<file path="src/bpd_pkg.sv">
// constants and types for the brushless motor speed drive control
//------------------------------------------------------------------
//------------------------------------------------------------------
package bpd_pkg;
   // clock and timing
   localparam int CLK_KHZ         = 25000;
   localparam int PWM_FREQ_KHZ    = 50;
   localparam int PWM_CYC         = CLK_KHZ / PWM_FREQ_KHZ;
   localparam int LOCK_TIME_US    = 1050000;
   localparam int LOCK_CYC        = LOCK_TIME_US * (CLK_KHZ / 1000);
   localparam int CLK_LOSS_US     = 100000;
   localparam int CLK_LOSS_CYC    = CLK_LOSS_US * (CLK_KHZ / 1000);
   // analog thresholds in millivolts
   localparam logic [12:0] UV_TRIP_MV    = 13'h0e74; // 3700 mV
   localparam logic [12:0] UV_RELEASE_MV = 13'h1068; // 4200 mV
   localparam logic [9:0]  CUR_LIMIT_MV  = 10'h0fa;  // 250 mV
   // duty loop
   localparam int DUTY_W            = 10;
   localparam logic [9:0] DUTY_INIT = 10'h0fa;
   localparam logic [9:0] DUTY_STEP = 10'h004;
   localparam int CNT_W             = 32;
   // synchroniser bit positions
   localparam int S_HALL_AP  = 0;
   localparam int S_HALL_AN  = 1;
   localparam int S_HALL_BP  = 2;
   localparam int S_HALL_BN  = 3;
   localparam int S_HALL_CP  = 4;
   localparam int S_HALL_CN  = 5;
   localparam int S_TACHO    = 6;
   localparam int S_REF      = 7;
   localparam int S_DIVSEL   = 8;
   localparam int S_LOCKNODE = 9;
   localparam int S_BRKSEL   = 10;
   localparam int S_BRAKE    = 11;
   localparam int S_RUN      = 12;
   localparam int S_W        = 13;
   // operating states
   typedef enum logic [2:0] {
      ST_STOP  = 3'b001,
      ST_RUN   = 3'b010,
      ST_BRAKE = 3'b100
   } bpd_state_t;
endpackage

</file>
<file path="src/bpd_drive_ctrl.sv">
// three-phase brushless drive control with pll speed loop and protection
`timescale 1ns/1ps
module bpd_drive_ctrl
   import bpd_pkg::*;
#(
   parameter int DIV_SEL_LOW  = 1,
   parameter int DIV_SEL_HIGH = 2,
   parameter int LOCK_CYCLES  = LOCK_CYC,
   parameter int LOSS_CYCLES  = CLK_LOSS_CYC,
   parameter int PWM_CYCLES   = PWM_CYC
)(
   // clock and reset
   input  wire logic        sys_clk_i,
   input  wire logic        rst_b_i,
   // hall comparator pins
   input  wire logic        hall_a_pos_i,
   input  wire logic        hall_a_neg_i,
   input  wire logic        hall_b_pos_i,
   input  wire logic        hall_b_neg_i,
   input  wire logic        hall_c_pos_i,
   input  wire logic        hall_c_neg_i,
   // speed loop pins
   input  wire logic        tacho_input_pos_i,
   input  wire logic        ref_clk_i,
   input  wire logic        divisor_select_input_i,
   // control and protection pins
   input  wire logic        lock_timer_node_i,
   input  wire logic        brake_style_select_i,
   input  wire logic        brake_i,
   input  wire logic        run_i,
   input  wire logic [12:0] undervoltage_sense_input_i,
   input  wire logic [9:0]  current_sense_node_i,
   // phase drives
   output logic             phase_a_high_drive_o,
   output logic             phase_b_high_drive_o,
   output logic             phase_c_high_drive_o,
   output logic             phase_a_low_drive_o,
   output logic             phase_b_low_drive_o,
   output logic             phase_c_low_drive_o,
   // status
   output logic             speed_pulse_out_o,
   output logic             lock_fault_o,
   output logic             uv_fault_o,
   output logic             clk_lost_o
);
   //---------------------------------------------------------------
   // input synchronisers
   //---------------------------------------------------------------
   logic [S_W-1:0] pin_raw;
   logic [S_W-1:0] sync1;
   logic [S_W-1:0] pin_s;
   logic [12:0]    uv1;
   logic [12:0]    uv_s;
   logic [9:0]     cur1;
   logic [9:0]     cur_s;
   assign pin_raw = {run_i, brake_i, brake_style_select_i, lock_timer_node_i,
                     divisor_select_input_i, ref_clk_i, tacho_input_pos_i,
                     hall_c_neg_i, hall_c_pos_i, hall_b_neg_i, hall_b_pos_i,
                     hall_a_neg_i, hall_a_pos_i};
   // two flops per pin bit
   genvar gi;
   generate
      for (gi = 0; gi < S_W; gi++)
      begin : g_sync
         always_ff @(posedge sys_clk_i)
         begin
            if (!rst_b_i)
            begin
               sync1[gi] <= 1'b0;
               pin_s[gi] <= 1'b0;
            end
            else
            begin
               sync1[gi] <= pin_raw[gi];
               pin_s[gi] <= sync1[gi];
            end
         end
      end
   endgenerate
   // sense codes are slow analog readings, settled before use
   always_ff @(posedge sys_clk_i)
   begin
      if (!rst_b_i)
      begin
         uv1   <= 13'h0000;
         uv_s  <= 13'h0000;
         cur1  <= 10'h000;
         cur_s <= 10'h000;
      end
      else
      begin
         uv1   <= undervoltage_sense_input_i;
         uv_s  <= uv1;
         cur1  <= current_sense_node_i;
         cur_s <= cur1;
      end
   end
   // grounded lock timer node holds the logic in reset
   logic lrst;
   assign lrst = !rst_b_i || !pin_s[S_LOCKNODE];
   //---------------------------------------------------------------
   // hall decode and edge detect
   //---------------------------------------------------------------
   logic [2:0] hall;
   logic       tacho_d;
   logic       ref_d;
   logic       tacho_fall;
   logic       ref_fall;
   // equal inputs keep the last decided level
   always_ff @(posedge sys_clk_i)
   begin
      if (lrst)
         hall <= 3'h0;
      else
      begin
         if (pin_s[S_HALL_AP] != pin_s[S_HALL_AN])
            hall[0] <= pin_s[S_HALL_AP];
         if (pin_s[S_HALL_BP] != pin_s[S_HALL_BN])
            hall[1] <= pin_s[S_HALL_BP];
         if (pin_s[S_HALL_CP] != pin_s[S_HALL_CN])
            hall[2] <= pin_s[S_HALL_CP];
      end
   end
   always_ff @(posedge sys_clk_i)
   begin
      if (lrst)
      begin
         tacho_d <= 1'b0;
         ref_d   <= 1'b0;
      end
      else
      begin
         tacho_d <= pin_s[S_TACHO];
         ref_d   <= pin_s[S_REF];
      end
   end
   assign tacho_fall = tacho_d && !pin_s[S_TACHO];
   assign ref_fall   = ref_d && !pin_s[S_REF];
   //---------------------------------------------------------------
   // operating state
   //---------------------------------------------------------------
   bpd_state_t st;
   always_ff @(posedge sys_clk_i)
   begin
      if (lrst)
         st <= ST_STOP;
      else if (pin_s[S_BRAKE])
         st <= ST_BRAKE;
      else if (pin_s[S_RUN])
         st <= ST_RUN;
      else
         st <= ST_STOP;
   end
   //---------------------------------------------------------------
   // reference divider and phase detector
   //---------------------------------------------------------------
   logic [7:0]        div_cnt;
   logic [7:0]        div_n;
   logic              ref_ev;
   logic              fb_since_ref;
   logic              ref_since_fb;
   logic              decel;
   logic [DUTY_W-1:0] duty;
   assign div_n  = pin_s[S_DIVSEL] ? 8'(DIV_SEL_HIGH) : 8'(DIV_SEL_LOW);
   assign ref_ev = ref_fall && (div_cnt == div_n - 8'h01);
   always_ff @(posedge sys_clk_i)
   begin
      if (lrst || st != ST_RUN)
         div_cnt <= 8'h00;
      else if (ref_fall)
         div_cnt <= (div_cnt == div_n - 8'h01) ? 8'h00 : div_cnt + 8'h01;
   end
   // bang-bang loop: late feedback raises duty, early feedback lowers it
   always_ff @(posedge sys_clk_i)
   begin
      if (lrst || st != ST_RUN)
      begin
         fb_since_ref <= 1'b0;
         ref_since_fb <= 1'b0;
         decel        <= 1'b0;
         duty         <= DUTY_INIT;
      end
      else if (ref_ev && !tacho_fall)
      begin
         ref_since_fb <= 1'b1;
         fb_since_ref <= 1'b0;
         if (!fb_since_ref)
         begin
            decel <= 1'b0;
            if (duty <= DUTY_W'(PWM_CYCLES) - DUTY_STEP)
               duty <= duty + DUTY_STEP;
         end
      end
      else if (tacho_fall && !ref_ev)
      begin
         fb_since_ref <= 1'b1;
         ref_since_fb <= 1'b0;
         if (!ref_since_fb)
         begin
            decel <= 1'b1;
            if (duty >= DUTY_STEP)
               duty <= duty - DUTY_STEP;
         end
      end
   end
   //---------------------------------------------------------------
   // protection: clock loss, locked rotor, undervoltage
   //---------------------------------------------------------------
   logic [CNT_W-1:0] loss_cnt;
   logic [CNT_W-1:0] lock_cnt;
   logic [2:0]       hall_d;
   logic             lock_fault;
   logic             uv_fault;
   logic             clk_lost;
   always_ff @(posedge sys_clk_i)
   begin
      if (lrst || st != ST_RUN || ref_fall)
      begin
         loss_cnt <= '0;
         clk_lost <= 1'b0;
      end
      else if (loss_cnt >= CNT_W'(LOSS_CYCLES - 1))
         clk_lost <= 1'b1;
      else
         loss_cnt <= loss_cnt + 1'b1;
   end
   always_ff @(posedge sys_clk_i)
   begin
      if (lrst)
         hall_d <= 3'h0;
      else
         hall_d <= hall;
   end
   // counter restarts on each hall change and is cleared while decelerating
   always_ff @(posedge sys_clk_i)
   begin
      if (lrst || st != ST_RUN || hall != hall_d || decel)
         lock_cnt <= '0;
      else if (lock_cnt < CNT_W'(LOCK_CYCLES))
         lock_cnt <= lock_cnt + 1'b1;
   end
   always_ff @(posedge sys_clk_i)
   begin
      if (lrst || st == ST_STOP)
         lock_fault <= 1'b0;
      else if (lock_cnt >= CNT_W'(LOCK_CYCLES))
         lock_fault <= 1'b1;
   end
   always_ff @(posedge sys_clk_i)
   begin
      if (lrst)
         uv_fault <= 1'b0;
      else if (uv_s < UV_TRIP_MV)
         uv_fault <= 1'b1;
      else if (uv_s > UV_RELEASE_MV)
         uv_fault <= 1'b0;
   end
   //---------------------------------------------------------------
   // pwm timebase and current limit chop
   //---------------------------------------------------------------
   logic [DUTY_W-1:0] pwm_cnt;
   logic              cl_chop;
   logic              over_lim;
   assign over_lim = (cur_s >= CUR_LIMIT_MV) && st != ST_BRAKE;
   always_ff @(posedge sys_clk_i)
   begin
      if (lrst || pwm_cnt == DUTY_W'(PWM_CYCLES - 1))
         pwm_cnt <= '0;
      else
         pwm_cnt <= pwm_cnt + 1'b1;
   end
   // set wins over the period-start clear
   always_ff @(posedge sys_clk_i)
   begin
      if (lrst)
         cl_chop <= 1'b0;
      else if (over_lim)
         cl_chop <= 1'b1;
      else if (pwm_cnt == '0)
         cl_chop <= 1'b0;
   end
   //---------------------------------------------------------------
   // commutation and output drive
   //---------------------------------------------------------------
   logic [2:0] pat_hi;
   logic [2:0] pat_lo;
   logic [2:0] next_hi;
   logic [2:0] next_lo;
   logic [2:0] drv_hi;
   logic [2:0] drv_lo;
   logic       pwm_on;
   // six-step table, bit 0 is phase a
   always_comb
   begin
      case (hall)
         3'h1:    begin pat_hi = 3'h1; pat_lo = 3'h2; end
         3'h3:    begin pat_hi = 3'h1; pat_lo = 3'h4; end
         3'h2:    begin pat_hi = 3'h2; pat_lo = 3'h4; end
         3'h6:    begin pat_hi = 3'h2; pat_lo = 3'h1; end
         3'h4:    begin pat_hi = 3'h4; pat_lo = 3'h1; end
         3'h5:    begin pat_hi = 3'h4; pat_lo = 3'h2; end
         default: begin pat_hi = 3'h0; pat_lo = 3'h0; end
      endcase
   end
   assign pwm_on = (pwm_cnt < duty) && !cl_chop;
   always_comb
   begin
      next_hi = 3'h0;
      next_lo = 3'h0;
      case (st)
         ST_BRAKE:
            if (pin_s[S_BRKSEL])
               next_hi = 3'h7;
         ST_RUN:
         begin
            next_lo = pat_lo;
            if (!(lock_fault || uv_fault || clk_lost) && pwm_on)
               next_hi = pat_hi;
         end
         default:
         begin
            next_hi = 3'h0;
            next_lo = 3'h0;
         end
      endcase
   end
   always_ff @(posedge sys_clk_i)
   begin
      if (lrst)
      begin
         drv_hi            <= 3'h0;
         drv_lo            <= 3'h0;
         speed_pulse_out_o <= 1'b0;
         lock_fault_o      <= 1'b0;
         uv_fault_o        <= 1'b0;
         clk_lost_o        <= 1'b0;
      end
      else
      begin
         drv_hi            <= next_hi;
         drv_lo            <= next_lo;
         speed_pulse_out_o <= pin_s[S_TACHO];
         lock_fault_o      <= lock_fault;
         uv_fault_o        <= uv_fault;
         clk_lost_o        <= clk_lost;
      end
   end
   assign {phase_c_high_drive_o, phase_b_high_drive_o,
           phase_a_high_drive_o} = drv_hi;
   assign {phase_c_low_drive_o, phase_b_low_drive_o,
           phase_a_low_drive_o} = drv_lo;
endmodule

</file>
<file path="config.mk">
export PLATFORM = sky130hd
export DESIGN_NAME = bpd_drive_ctrl
export DESIGN_NICKNAME = d
export VERILOG_FILES = /design/src/bpd_pkg.sv /design/src/bpd_drive_ctrl.sv
export SDC_FILE = /design/constraint.sdc
export NUM_CORES = 1
export LEC_CHECK = 0
export BUFFER_PORTS_ARGS = -buffer_cell sky130_fd_sc_hd__buf_2
export CORE_UTILIZATION = 45
export CTS_BUF_LIST = sky130_fd_sc_hd__clkbuf_16
export CTS_CLUSTER_SIZE = 10
export DETAILED_ROUTE_END_ITERATION = 6
export SYNTH_ARGS = -nofsm -noshare
export SYNTH_HDL_FRONTEND = slang
export SYNTH_SLANG_ARGS = --single-unit
</file>
<file path="constraint.sdc">
create_clock -name sys_clk_i -period 3.15 [get_ports sys_clk_i]
set_input_delay 0.1575 -clock sys_clk_i [delete_from_list [all_inputs] [get_ports sys_clk_i]]
set_output_delay 0.1575 -clock sys_clk_i [all_outputs]
set_load 0.02 [all_outputs]
</file>
==> results of run 1 <==
==> metal layers <==
layer	vias up	part of all wire [%]	wire length, µm	global-route usage (%)
met4	0	1.3	181	7.47
met1	2495	48	6480	21.4
met3	15	2.6	357	4.37
met5	-	0	0	0
met2	72	48	6560	31.5
li1	2770	-	-	-
==> final cells by class <==
type	instances	area (µm²)	area share (%)
tap	211	264	3.06
clock buffer	17	425	4.93
inverter	20	75.1	0.869
clock inverter	15	200	2.32
multi-input combinational	523	3270	37.9
sequential	187	3740	43.3
timing repair buffer	91	656	7.59
==> worst register-to-register path: stages, from the launching register on <==
cell and delay [ns]:
dfxtp_1 0.34, nor4_1 0.35, nand4_1 0.22, inv_1 0.10, ha_1 0.22, or3b_2 0.45
a21oi_1 0.19, o311ai_2 0.26, a21oi_1 0.22, xnor2_1 0.15, nand2_1 0.07
==> worst min-delay path by stage <==
stage / endpoint / start / depth (start not counted)
floorplan: cur1[1]$_SDFF_PN0_ / current_sense_node_i[1] / 1
detailed placement: cur1[7]$_SDFF_PN0_ / current_sense_node_i[7] / 2
finish: hall[0]$_SDFFE_PP0P_ / rst_b_i / 3
global route: hall[1]$_SDFFE_PP0P_ / rst_b_i / 3
CTS: hall[0]$_SDFFE_PP0P_ / rst_b_i / 3
global placement: uv1[2]$_SDFF_PN0_ / undervoltage_sense_input_i[2] / 2
==> flip-flops by register name (all words and copies together) (netlist names), 3 cells and up <==
signal / flops
uv_s: 13
pin_s: 13
cur_s: 9
drv_lo: 3
lock_cnt: 32
pwm_cnt: 10
drv_hi: 3
hall: 3
st: 3
sync1: 13
cur1: 9
hall_d: 3
div_cnt: 8
duty: 8
uv1: 13
loss_cnt: 32
==> logic make-up (layout without fill, tap and decap cells) <==
logic type	after synthesis	after routing	share of synthesized area [%]
AO/OA/AOI/OAI	73	73	6.52
adder cells (fa/ha/maj)	18	18	3.12
XOR/XNOR	55	55	6.68
multiplexers	4	4	0.555
buffers and inverters	51	143	2.86
AND/OR/NAND/NOR	373	373	28.4
flip-flops	187	187	51.9
==> timing repair <==
action                                  in CTS  in global routing
endpoints found under the setup margin       0                  5
buffers inserted                             0                  0
resized for setup                            0                  1
hold endpoints to repair                    35                  0
hold buffers                                35                  0
==> power by group <==
group / switching (W) / internal (W)
clock network: 0.00101 / 0.00115
registers: 0.0000121 / 0.00241
logic: 0.0000399 / 0.0000708
==> stage by stage <==
| step | worst slack (ns) | std cells | instance area, µm² | hold slack (ns) | utilization [%] |
|---|---|---|---|---|---|
| after floorplan | 0.797 | 761 | 7210 | 0.285 | - |
| after global placement | 0.238 | 997 | 7650 | 0.363 | 49.6 |
| after detailed placement | 0.177 | 997 | 7650 | 0.366 | 49.6 |
| after CTS | 0.149 | 1064 | 8630 | 0.197 | 55.9 |
| after global routing | 0.234 | 1064 | 8640 | 0.206 | 56.0 |
| final | 0.462 | 1064 | 8640 | 0.196 | 56.0 |
==> cell usage after synthesis (all sizes together) (18+ instances only) <==
library cell	number
and3	41
nand4	26
nor2	77
nand3	40
clkbuf	23
a21oi	24
and2	77
xor2	43
inv	20
o21ai	23
dfxtp	187
ha	18
nand2	41
==> reports/metrics.json, run 1 <==
{
  "clock.fmax_mhz": 372,
  "grt_setup_unrepaired": "no",
  "gp_congestion": 0.840,
  "r2r_start": "div_cnt[4]$_SDFFE_PP0P_",
  "critPathMaxStageDelay_ns": 0.45,
  "remaining_drc_errors": 0,
  "syn-cell-area_mm2": 0.00721,
  "finalCritPeriodShare_pct": 85.3,
  "dr_total_vias": 5352,
  "distinct_cell_type_count_after_synthesis": 53,
  "cellLeakagePower_nw": 3.45,
  "ioPinCount": 48,
  "first_pass_drt_iterations": 4,
  "worstSetupPathType": "reg2reg",
  "synth_async_sr_flop_share_pct": 0,
  "routedWlPerCell_um": 12.8,
  "clkSinkCount": 187,
  "layout.cells.most_common": "dfxtp_1",
  "critical_path.reg2reg.endpoint": "duty[6]$_SDFFE_PP1P_",
  "cp_top_family": "simple AND/OR/NAND/NOR gates",
  "timing.setup.tns_ns": 0,
  "num-fill-cells": 1383,
  "htreeDepth": 4,
  "power_per_cell_area_mw_per_mm2": 543,
  "critical-path-top-cell-by-count": "a21oi_1",
  "portBuffers": 46,
  "worstPathMaxFanout": 11,
  "postSynthNetCount": 817,
  "design_power_total_w": 0.00469,
  "cp_slowest_cell": "or3b_2",
  "ctsLongestPathBuffers": 2,
  "routed_wl_um": 13600,
  "final_net_count": 896,
  "worstPathRequired_ns": 3.47,
  "first_iter_violations": 273,
  "synth.yosys.warnings": 0,
  "layout.cells.most_common_list": "dfxtp_1, and2_1, nor2_1",
  "timing.slew.headroom_pct": 45.7,
  "outcome": "completed",
  "antenna_violations_before_repair": 0,
  "maximum_number_of_pins_on_one_net_before_global_route_repair": 81,
  "path_buf_inv": 1,
  "synth.avg_cell_area_um2": 9.48,
  "detail-route-antenna-nets": 0,
  "synth_cells": 761,
  "chip_height_um": 129,
  "cts_tree": "built",
  "vdd_ir_drop_max_mv": 0.414,
  "first_global_vias": 5343,
  "synth_top_area_share_pct": 51.9,
  "postSynth.topFlopCell": "dfxtp_1",
  "max_cap_viol_count": 0,
  "number_of_placement_rows": 45,
  "worst_setup_path_end_kind": "flop",
  "cts.root.buffer_cell": "clkbuf_16",
  "grt_pass1_wl_um": 23900,
  "tightest_slew_ns": 0.813,
  "cp.depth": 10,
  "global_route.usage.total_pct": 18.1,
  "dp.final_hpwl_um": 9230,
  "clock_pin_slew_on_the_worst_setup_and_hold_paths_ns": 0.07,
  "core_region_area_mm2": 0.0154,
  "cts_made_buffers": 17,
  "worstHoldPathType": "in2reg",
  "synth-edff-count": 0,
  "floorplan.initialDensity_pct": 46.8,
  "cp_cell_instances": "nor4_1 > nand4_1 > inv_1 > ha_1 > or3b_2 > a21oi_1 > o311ai_2 > a21oi_1 > xnor2_1 > nand2_1",
  "die_area_mm2": 0.0165,
  "reg2reg_depth": 10,
  "synth_top_cells_by_area": "dfxtp_1, and2_1, xor2_1",
  "synth_area_leader_cell": "dfxtp_1",
  "setup_viol": 0,
  "synth-seq-cells": 187,
  "timing.final.hold_violations": 0,
  "grt_overflow_total": 0,
  "crit_end": "duty[6]$_SDFFE_PP1P_",
  "n_antenna_cell": 0,
  "timing_max_transition_violations_final": 0,
  "cp-start-kind": "flop",
  "crit_arrival_ns": 3.01,
  "fin_worst_skew_ns": 0.0105,
  "worstSetupStartpoint": "div_cnt[4]$_SDFFE_PP0P_",
  "seq_area_frac_synth_pct": 51.9,
  "finalWorstPathRequiredPeriod_ns": 2.69,
  "die_w_um": 129,
  "drive_gt1_share_pct": 11.7,
  "clk_latency_ns": 0.44,
  "ff2ff_setup_slack_ns": 0.46,
  "flow.area_growth_from_synthesis_pct": 19.7,
  "detail_route.vias_per_cell": 5.03
}
Power figures use the tool's default switching activity.
==> inputs of run 2 (changes only) <==
CORE_UTILIZATION = 35   (was 45)
==> reports/metrics.json, run 2 (synthesis results as in run 1) <==
{
  "chip_height_um": 146,
  "final_core_occ_pct": 42.8,
  "finalCritPeriodShare_pct": 86.2,
  "cellLeakagePower_nw": 3.43,
  "first_pass_drt_iterations": 5,
  "finish.instance_area_mm2": 0.00866,
  "remaining_drc_errors": 0,
  "grt_setup_unrepaired": "no",
  "portBuffers": 46,
  "first_global_vias": 4944,
  "fin_worst_skew_ns": 0.0113,
  "outcome": "completed",
  "worstSetupPathType": "reg2reg",
  "timing.slew.headroom_pct": 48.3,
  "dpl-instance-area_mm2": 0.00773,
  "cp-start-kind": "flop",
  "tightest_slew_ns": 0.774,
  "timing_max_transition_violations_final": 0,
  "biggestRegsByFlops": "lock_cnt: 32 flops, loss_cnt: 32 flops",
  "flow.area_growth_from_synthesis_pct": 20.0,
  "ioPinCount": 48,
  "drive_gt1_share_pct": 11.8,
  "clock_pin_slew_on_the_worst_setup_and_hold_paths_ns": 0.07,
  "worstPathMaxFanout": 11,
  "worstPathRequired_ns": 3.52,
  "clkSinkCount": 187,
  "worstHoldPathType": "in2reg",
  "routed_wl_um": 13500,
  "dp.final_hpwl_um": 8750,
  "grt_overflow_total": 0,
  "final_net_count": 896,
  "layout.cells.most_common": "dfxtp_1",
  "vdd_ir_drop_max_mv": 0.390,
  "htreeDepth": 4,
  "wirelength_met1_um": 6710,
  "cp_cell_instances": "nor4_1 > nand4_1 > inv_1 > ha_1 > or3b_2 > a21oi_1 > o311ai_2 > or3_1 > nand3_1",
  "maximum_number_of_pins_on_one_net_before_global_route_repair": 81,
  "setup_viol": 0,
  "global_route.usage.total_pct": 13.5,
  "ctsLongestPathBuffers": 2,
  "dr_total_vias": 5287,
  "die_area_mm2": 0.0212,
  "postCtsSetupRepairBufs": 0,
  "n_antenna_cell": 0,
  "number_of_placement_rows": 52,
  "timing.setup.tns_ns": 0,
  "floorplan.initialDensity_pct": 35.7,
  "route.met3.wl_um": 393,
  "grt_pass1_wl_um": 23300,
  "layout.cells.non_filler": 1123,
  "cts.root.buffer_cell": "clkbuf_16",
  "crit_arrival_ns": 3.08,
  "critPathMaxStageDelay_ns": 0.45,
  "design_power_total_w": 0.00458,
  "worst_setup_path_end_kind": "flop",
  "die_w_um": 146,
  "max_cap_viol_count": 0,
  "gp_congestion": 0.841,
  "dp_cells": 1056,
  "first_iter_violations": 241,
  "cp_slowest_cell": "or3b_2",
  "detail-route-antenna-nets": 0,
  "detail_route.vias_per_cell": 4.71,
  "met2RoutedLength_um": 6190,
  "clk_latency_ns": 0.43,
  "num-fill-cells": 1931,
  "timing.final.hold_violations": 0,
  "core_region_area_mm2": 0.0202,
  "cts_made_buffers": 17,
  "power_per_cell_area_mw_per_mm2": 529,
  "clock.fmax_mhz": 368,
  "antenna_violations_before_repair": 0,
  "cts_tree": "built",
  "top_layer": "met4",
  "layout.cells.most_common_list": "dfxtp_1, and2_1, nor2_1",
  "finalWorstPathRequiredPeriod_ns": 2.72,
  "routedWlPerCell_um": 12.0
}
-- run 2: final timing paths --
kind	startpoint	to	slack, ns	depth (start not counted)
max	div_cnt[4]$_SDFFE_PP0P_	duty[4]$_SDFFE_PP1P_	0.43	9
min	rst_b_i	hall[0]$_SDFFE_PP0P_	0.21	3
max reg2reg	div_cnt[4]$_SDFFE_PP0P_	duty[4]$_SDFFE_PP1P_	0.43	9
min reg2reg	uv_s[12]$_SDFF_PN0_	uv_fault$_SDFFE_PP0P_	0.42	1
-- run 2: layer usage --
metal  track usage [%]  up-vias
li1                  -     2774
met2              21.7       66
met3              2.70       15
met1              17.5     2432
met5                 0        -
met4              5.68        0
-- run 2: worst max-delay path: cells and delay by family, from the launching register on --
kind / cells / cell delay, ns
AOI/OAI and AO/OA: 2 / 0.46
DFF: 1 / 0.34
and+or+nand+nor: 5 / 1.56
adders and majority gates: 1 / 0.21
buffers and inverters: 1 / 0.10
-- run 2: power by group --
group / internal (W) / switching, W / total [W]
Sequential: 0.00241 / 0.0000132 / 0.00242
Clock: 0.00105 / 0.000995 / 0.00205
Combinational: 0.0000703 / 0.0000396 / 0.000110
-- run 2: area by class of cell --
| cell class | instances | area, µm² | area share (%) |
|---|---|---|---|
| timing repair buffer | 91 | 656 | 7.57 |
| clock inverter | 15 | 148 | 1.71 |
| clock buffer | 17 | 425 | 4.91 |
| sequential | 187 | 3740 | 43.2 |
| multi-input combinational | 523 | 3270 | 37.8 |
| inverter | 20 | 75.1 | 0.867 |
| tap | 270 | 338 | 3.90 |
-- run 2: what timing repair did --
item / CTS / global route
resized for setup: 0 / 1
endpoints found under the hold margin: 35 / 0
setup endpoints to repair: 0 / 1
hold buffers: 35 / 0
-- run 2: stage by stage --
step / worst slack, ns / hold WS (ns)
2_1_floorplan: 0.797 / 0.285
4_1_cts: 0.234 / 0.202
3_5_place_dp: 0.249 / 0.366
6_report: 0.435 / 0.210
5_1_grt: 0.174 / 0.221
3_3_place_gp: 0.325 / 0.366
==> inputs of run 3 (changes only) <==
REMOVE_ABC_BUFFERS = 1   (was unset)
==> reports/metrics.json, run 3 (synthesis results as in run 1) <==
{
  "dr_total_vias": 5184,
  "drive_gt1_share_pct": 11.9,
  "postCtsSetupRepairBufs": 0,
  "ioPinCount": 48,
  "remaining_drc_errors": 0,
  "antenna_violations_before_repair": 0,
  "layout.cells.most_common": "dfxtp_1",
  "layout.cells.most_common_list": "dfxtp_1, and2_1, nor2_1",
  "detail-route-antenna-nets": 0,
  "n_antenna_cell": 0,
  "worstSetupPathType": "reg2reg",
  "first_global_vias": 4932,
  "worstPathRequired_ns": 3.52,
  "vdd_ir_drop_max_mv": 0.355,
  "biggestRegsByFlops": "lock_cnt: 32 flops, loss_cnt: 32 flops",
  "cp-start-kind": "flop",
  "cts.root.buffer_cell": "clkbuf_16",
  "clock_pin_slew_on_the_worst_setup_and_hold_paths_ns": 0.08,
  "ff2ff_setup_slack_ns": 0.45,
  "layout.cells.non_filler": 1122,
  "dp_cells": 1055,
  "tightest_slew_ns": 0.828,
  "first_pass_drt_iterations": 4,
  "worstHoldEndpoint": "hall[0]$_SDFFE_PP0P_",
  "worstHoldStart": "rst_b_i",
  "critical_path.reg2reg.endpoint": "duty[4]$_SDFFE_PP1P_",
  "detail_route.vias_per_cell": 4.62,
  "die_w_um": 146,
  "fin_worst_skew_ns": 0.00925,
  "r2r_start": "div_cnt[4]$_SDFFE_PP0P_",
  "timing.final.hold_violations": 0,
  "holdPathStages": 3,
  "cts_made_buffers": 17,
  "final_core_occ_pct": 43.0,
  "flow.area_growth_from_synthesis_pct": 20.5,
  "timing_max_transition_violations_final": 0,
  "timing.slew.headroom_pct": 44.7,
  "finalWorstPathRequiredPeriod_ns": 2.70,
  "ctsLongestPathBuffers": 2,
  "first_iter_violations": 219,
  "final_net_count": 895,
  "setup_viol": 0,
  "worstHoldPathType": "in2reg",
  "reg2reg_depth": 9,
  "crit_arrival_ns": 3.07,
  "outcome": "completed",
  "htreeDepth": 4,
  "clock.fmax_mhz": 370,
  "cts_tree": "built",
  "finish.instance_area_mm2": 0.00869,
  "routedWlPerCell_um": 11.7,
  "chip_height_um": 146,
  "worst_setup_path_end_kind": "flop",
  "gp_congestion": 0.813,
  "finalCritPeriodShare_pct": 85.7,
  "num-fill-cells": 1904,
  "timing.setup.tns_ns": 0,
  "max_cap_viol_count": 0,
  "number_of_placement_rows": 52,
  "grt_setup_unrepaired": "no",
  "dp.final_hpwl_um": 8600,
  "power_per_cell_area_mw_per_mm2": 537,
  "portBuffers": 46,
  "routed_wl_um": 13100,
  "core_region_area_mm2": 0.0202,
  "global_route.usage.total_pct": 13.2,
  "design_power_total_w": 0.00467,
  "clkSinkCount": 187,
  "die_area_mm2": 0.0212,
  "floorplan.initialDensity_pct": 35.7,
  "grt_pass1_wl_um": 22800,
  "cellLeakagePower_nw": 3.44,
  "worstPathMaxFanout": 11,
  "dpl-instance-area_mm2": 0.00772,
  "grt_overflow_total": 0,
  "clk_latency_ns": 0.43,
  "maximum_number_of_pins_on_one_net_before_global_route_repair": 81
}
[run 3: critical path: stages, from the launching register on]
cell and delay [ns]:
dfxtp_1 0.35, nor4_2 0.33, nand4_1 0.21, inv_1 0.10, ha_1 0.24, or3b_2 0.45, a21oi_1 0.21, o311ai_2 0.26
or3_1 0.41, nand3_1 0.08
[run 3: how the worst max path moves through the flow]
stage                     depth (start not counted)                    to  slack [ns]                    start
after global routing                             10  duty[5]$_SDFFE_PP1P_        0.19  div_cnt[7]$_SDFFE_PP0P_
after floorplan                                  10  duty[9]$_SDFFE_PP0P_        0.49         ref_d$_SDFF_PP0_
after CTS                                         9  duty[4]$_SDFFE_PP1P_        0.24  div_cnt[4]$_SDFFE_PP0P_
after detailed placement                         10  duty[9]$_SDFFE_PP0P_        0.29  div_cnt[4]$_SDFFE_PP0P_
final                                             9  duty[4]$_SDFFE_PP1P_        0.45  div_cnt[4]$_SDFFE_PP0P_
after global placement                           10  duty[9]$_SDFFE_PP0P_        0.32  div_cnt[0]$_SDFFE_PP0P_
[run 3: where the power goes]
part | internal, W | switching, W | total, W
Combinational | 0.0000701 | 0.0000379 | 0.000108
Sequential | 0.00240 | 0.0000131 | 0.00242
Clock | 0.00109 | 0.00106 | 0.00215
Total | 0.00356 | 0.00111 | 0.00467
[run 3: area by class of cell]
cell class              instances  area (µm²)  share of cell area [%]
clock buffers                  17         425                    4.89
repair buffers                 90         648                    7.45
flip-flops and latches        187        3740                    43.1
well taps                     270         338                    3.89
inverters                      20        75.1                   0.863
clock inverters                15         186                    2.14
multi-input cells             523        3280                    37.7
[run 3: per-stage QoR]
step	hold WS, ns	worst slack, ns
after detailed placement	0.366	0.286
after floorplan	0.279	0.488
after CTS	0.230	0.239
final	0.221	0.449
after global routing	0.273	0.192
after global placement	0.364	0.315
[run 3: repair_timing]
| action | CTS | global route |
|---|---|---|
| endpoints found under the hold margin | 35 | 0 |
| endpoints found under the setup margin | 0 | 6 |
| resized for setup | 0 | 2 |
| hold buffers | 35 | 0 |
[run 3: layer usage]
metal / vias up / track usage, % / share of wire [%]
met3: 19 / 3.48 / 3.4
met1: 2319 / 17.7 / 51
met4: 0 / 5.11 / 1.6
met2: 72 / 20.3 / 44
li1: 2774 / - / -
met5: - / 0 / 0
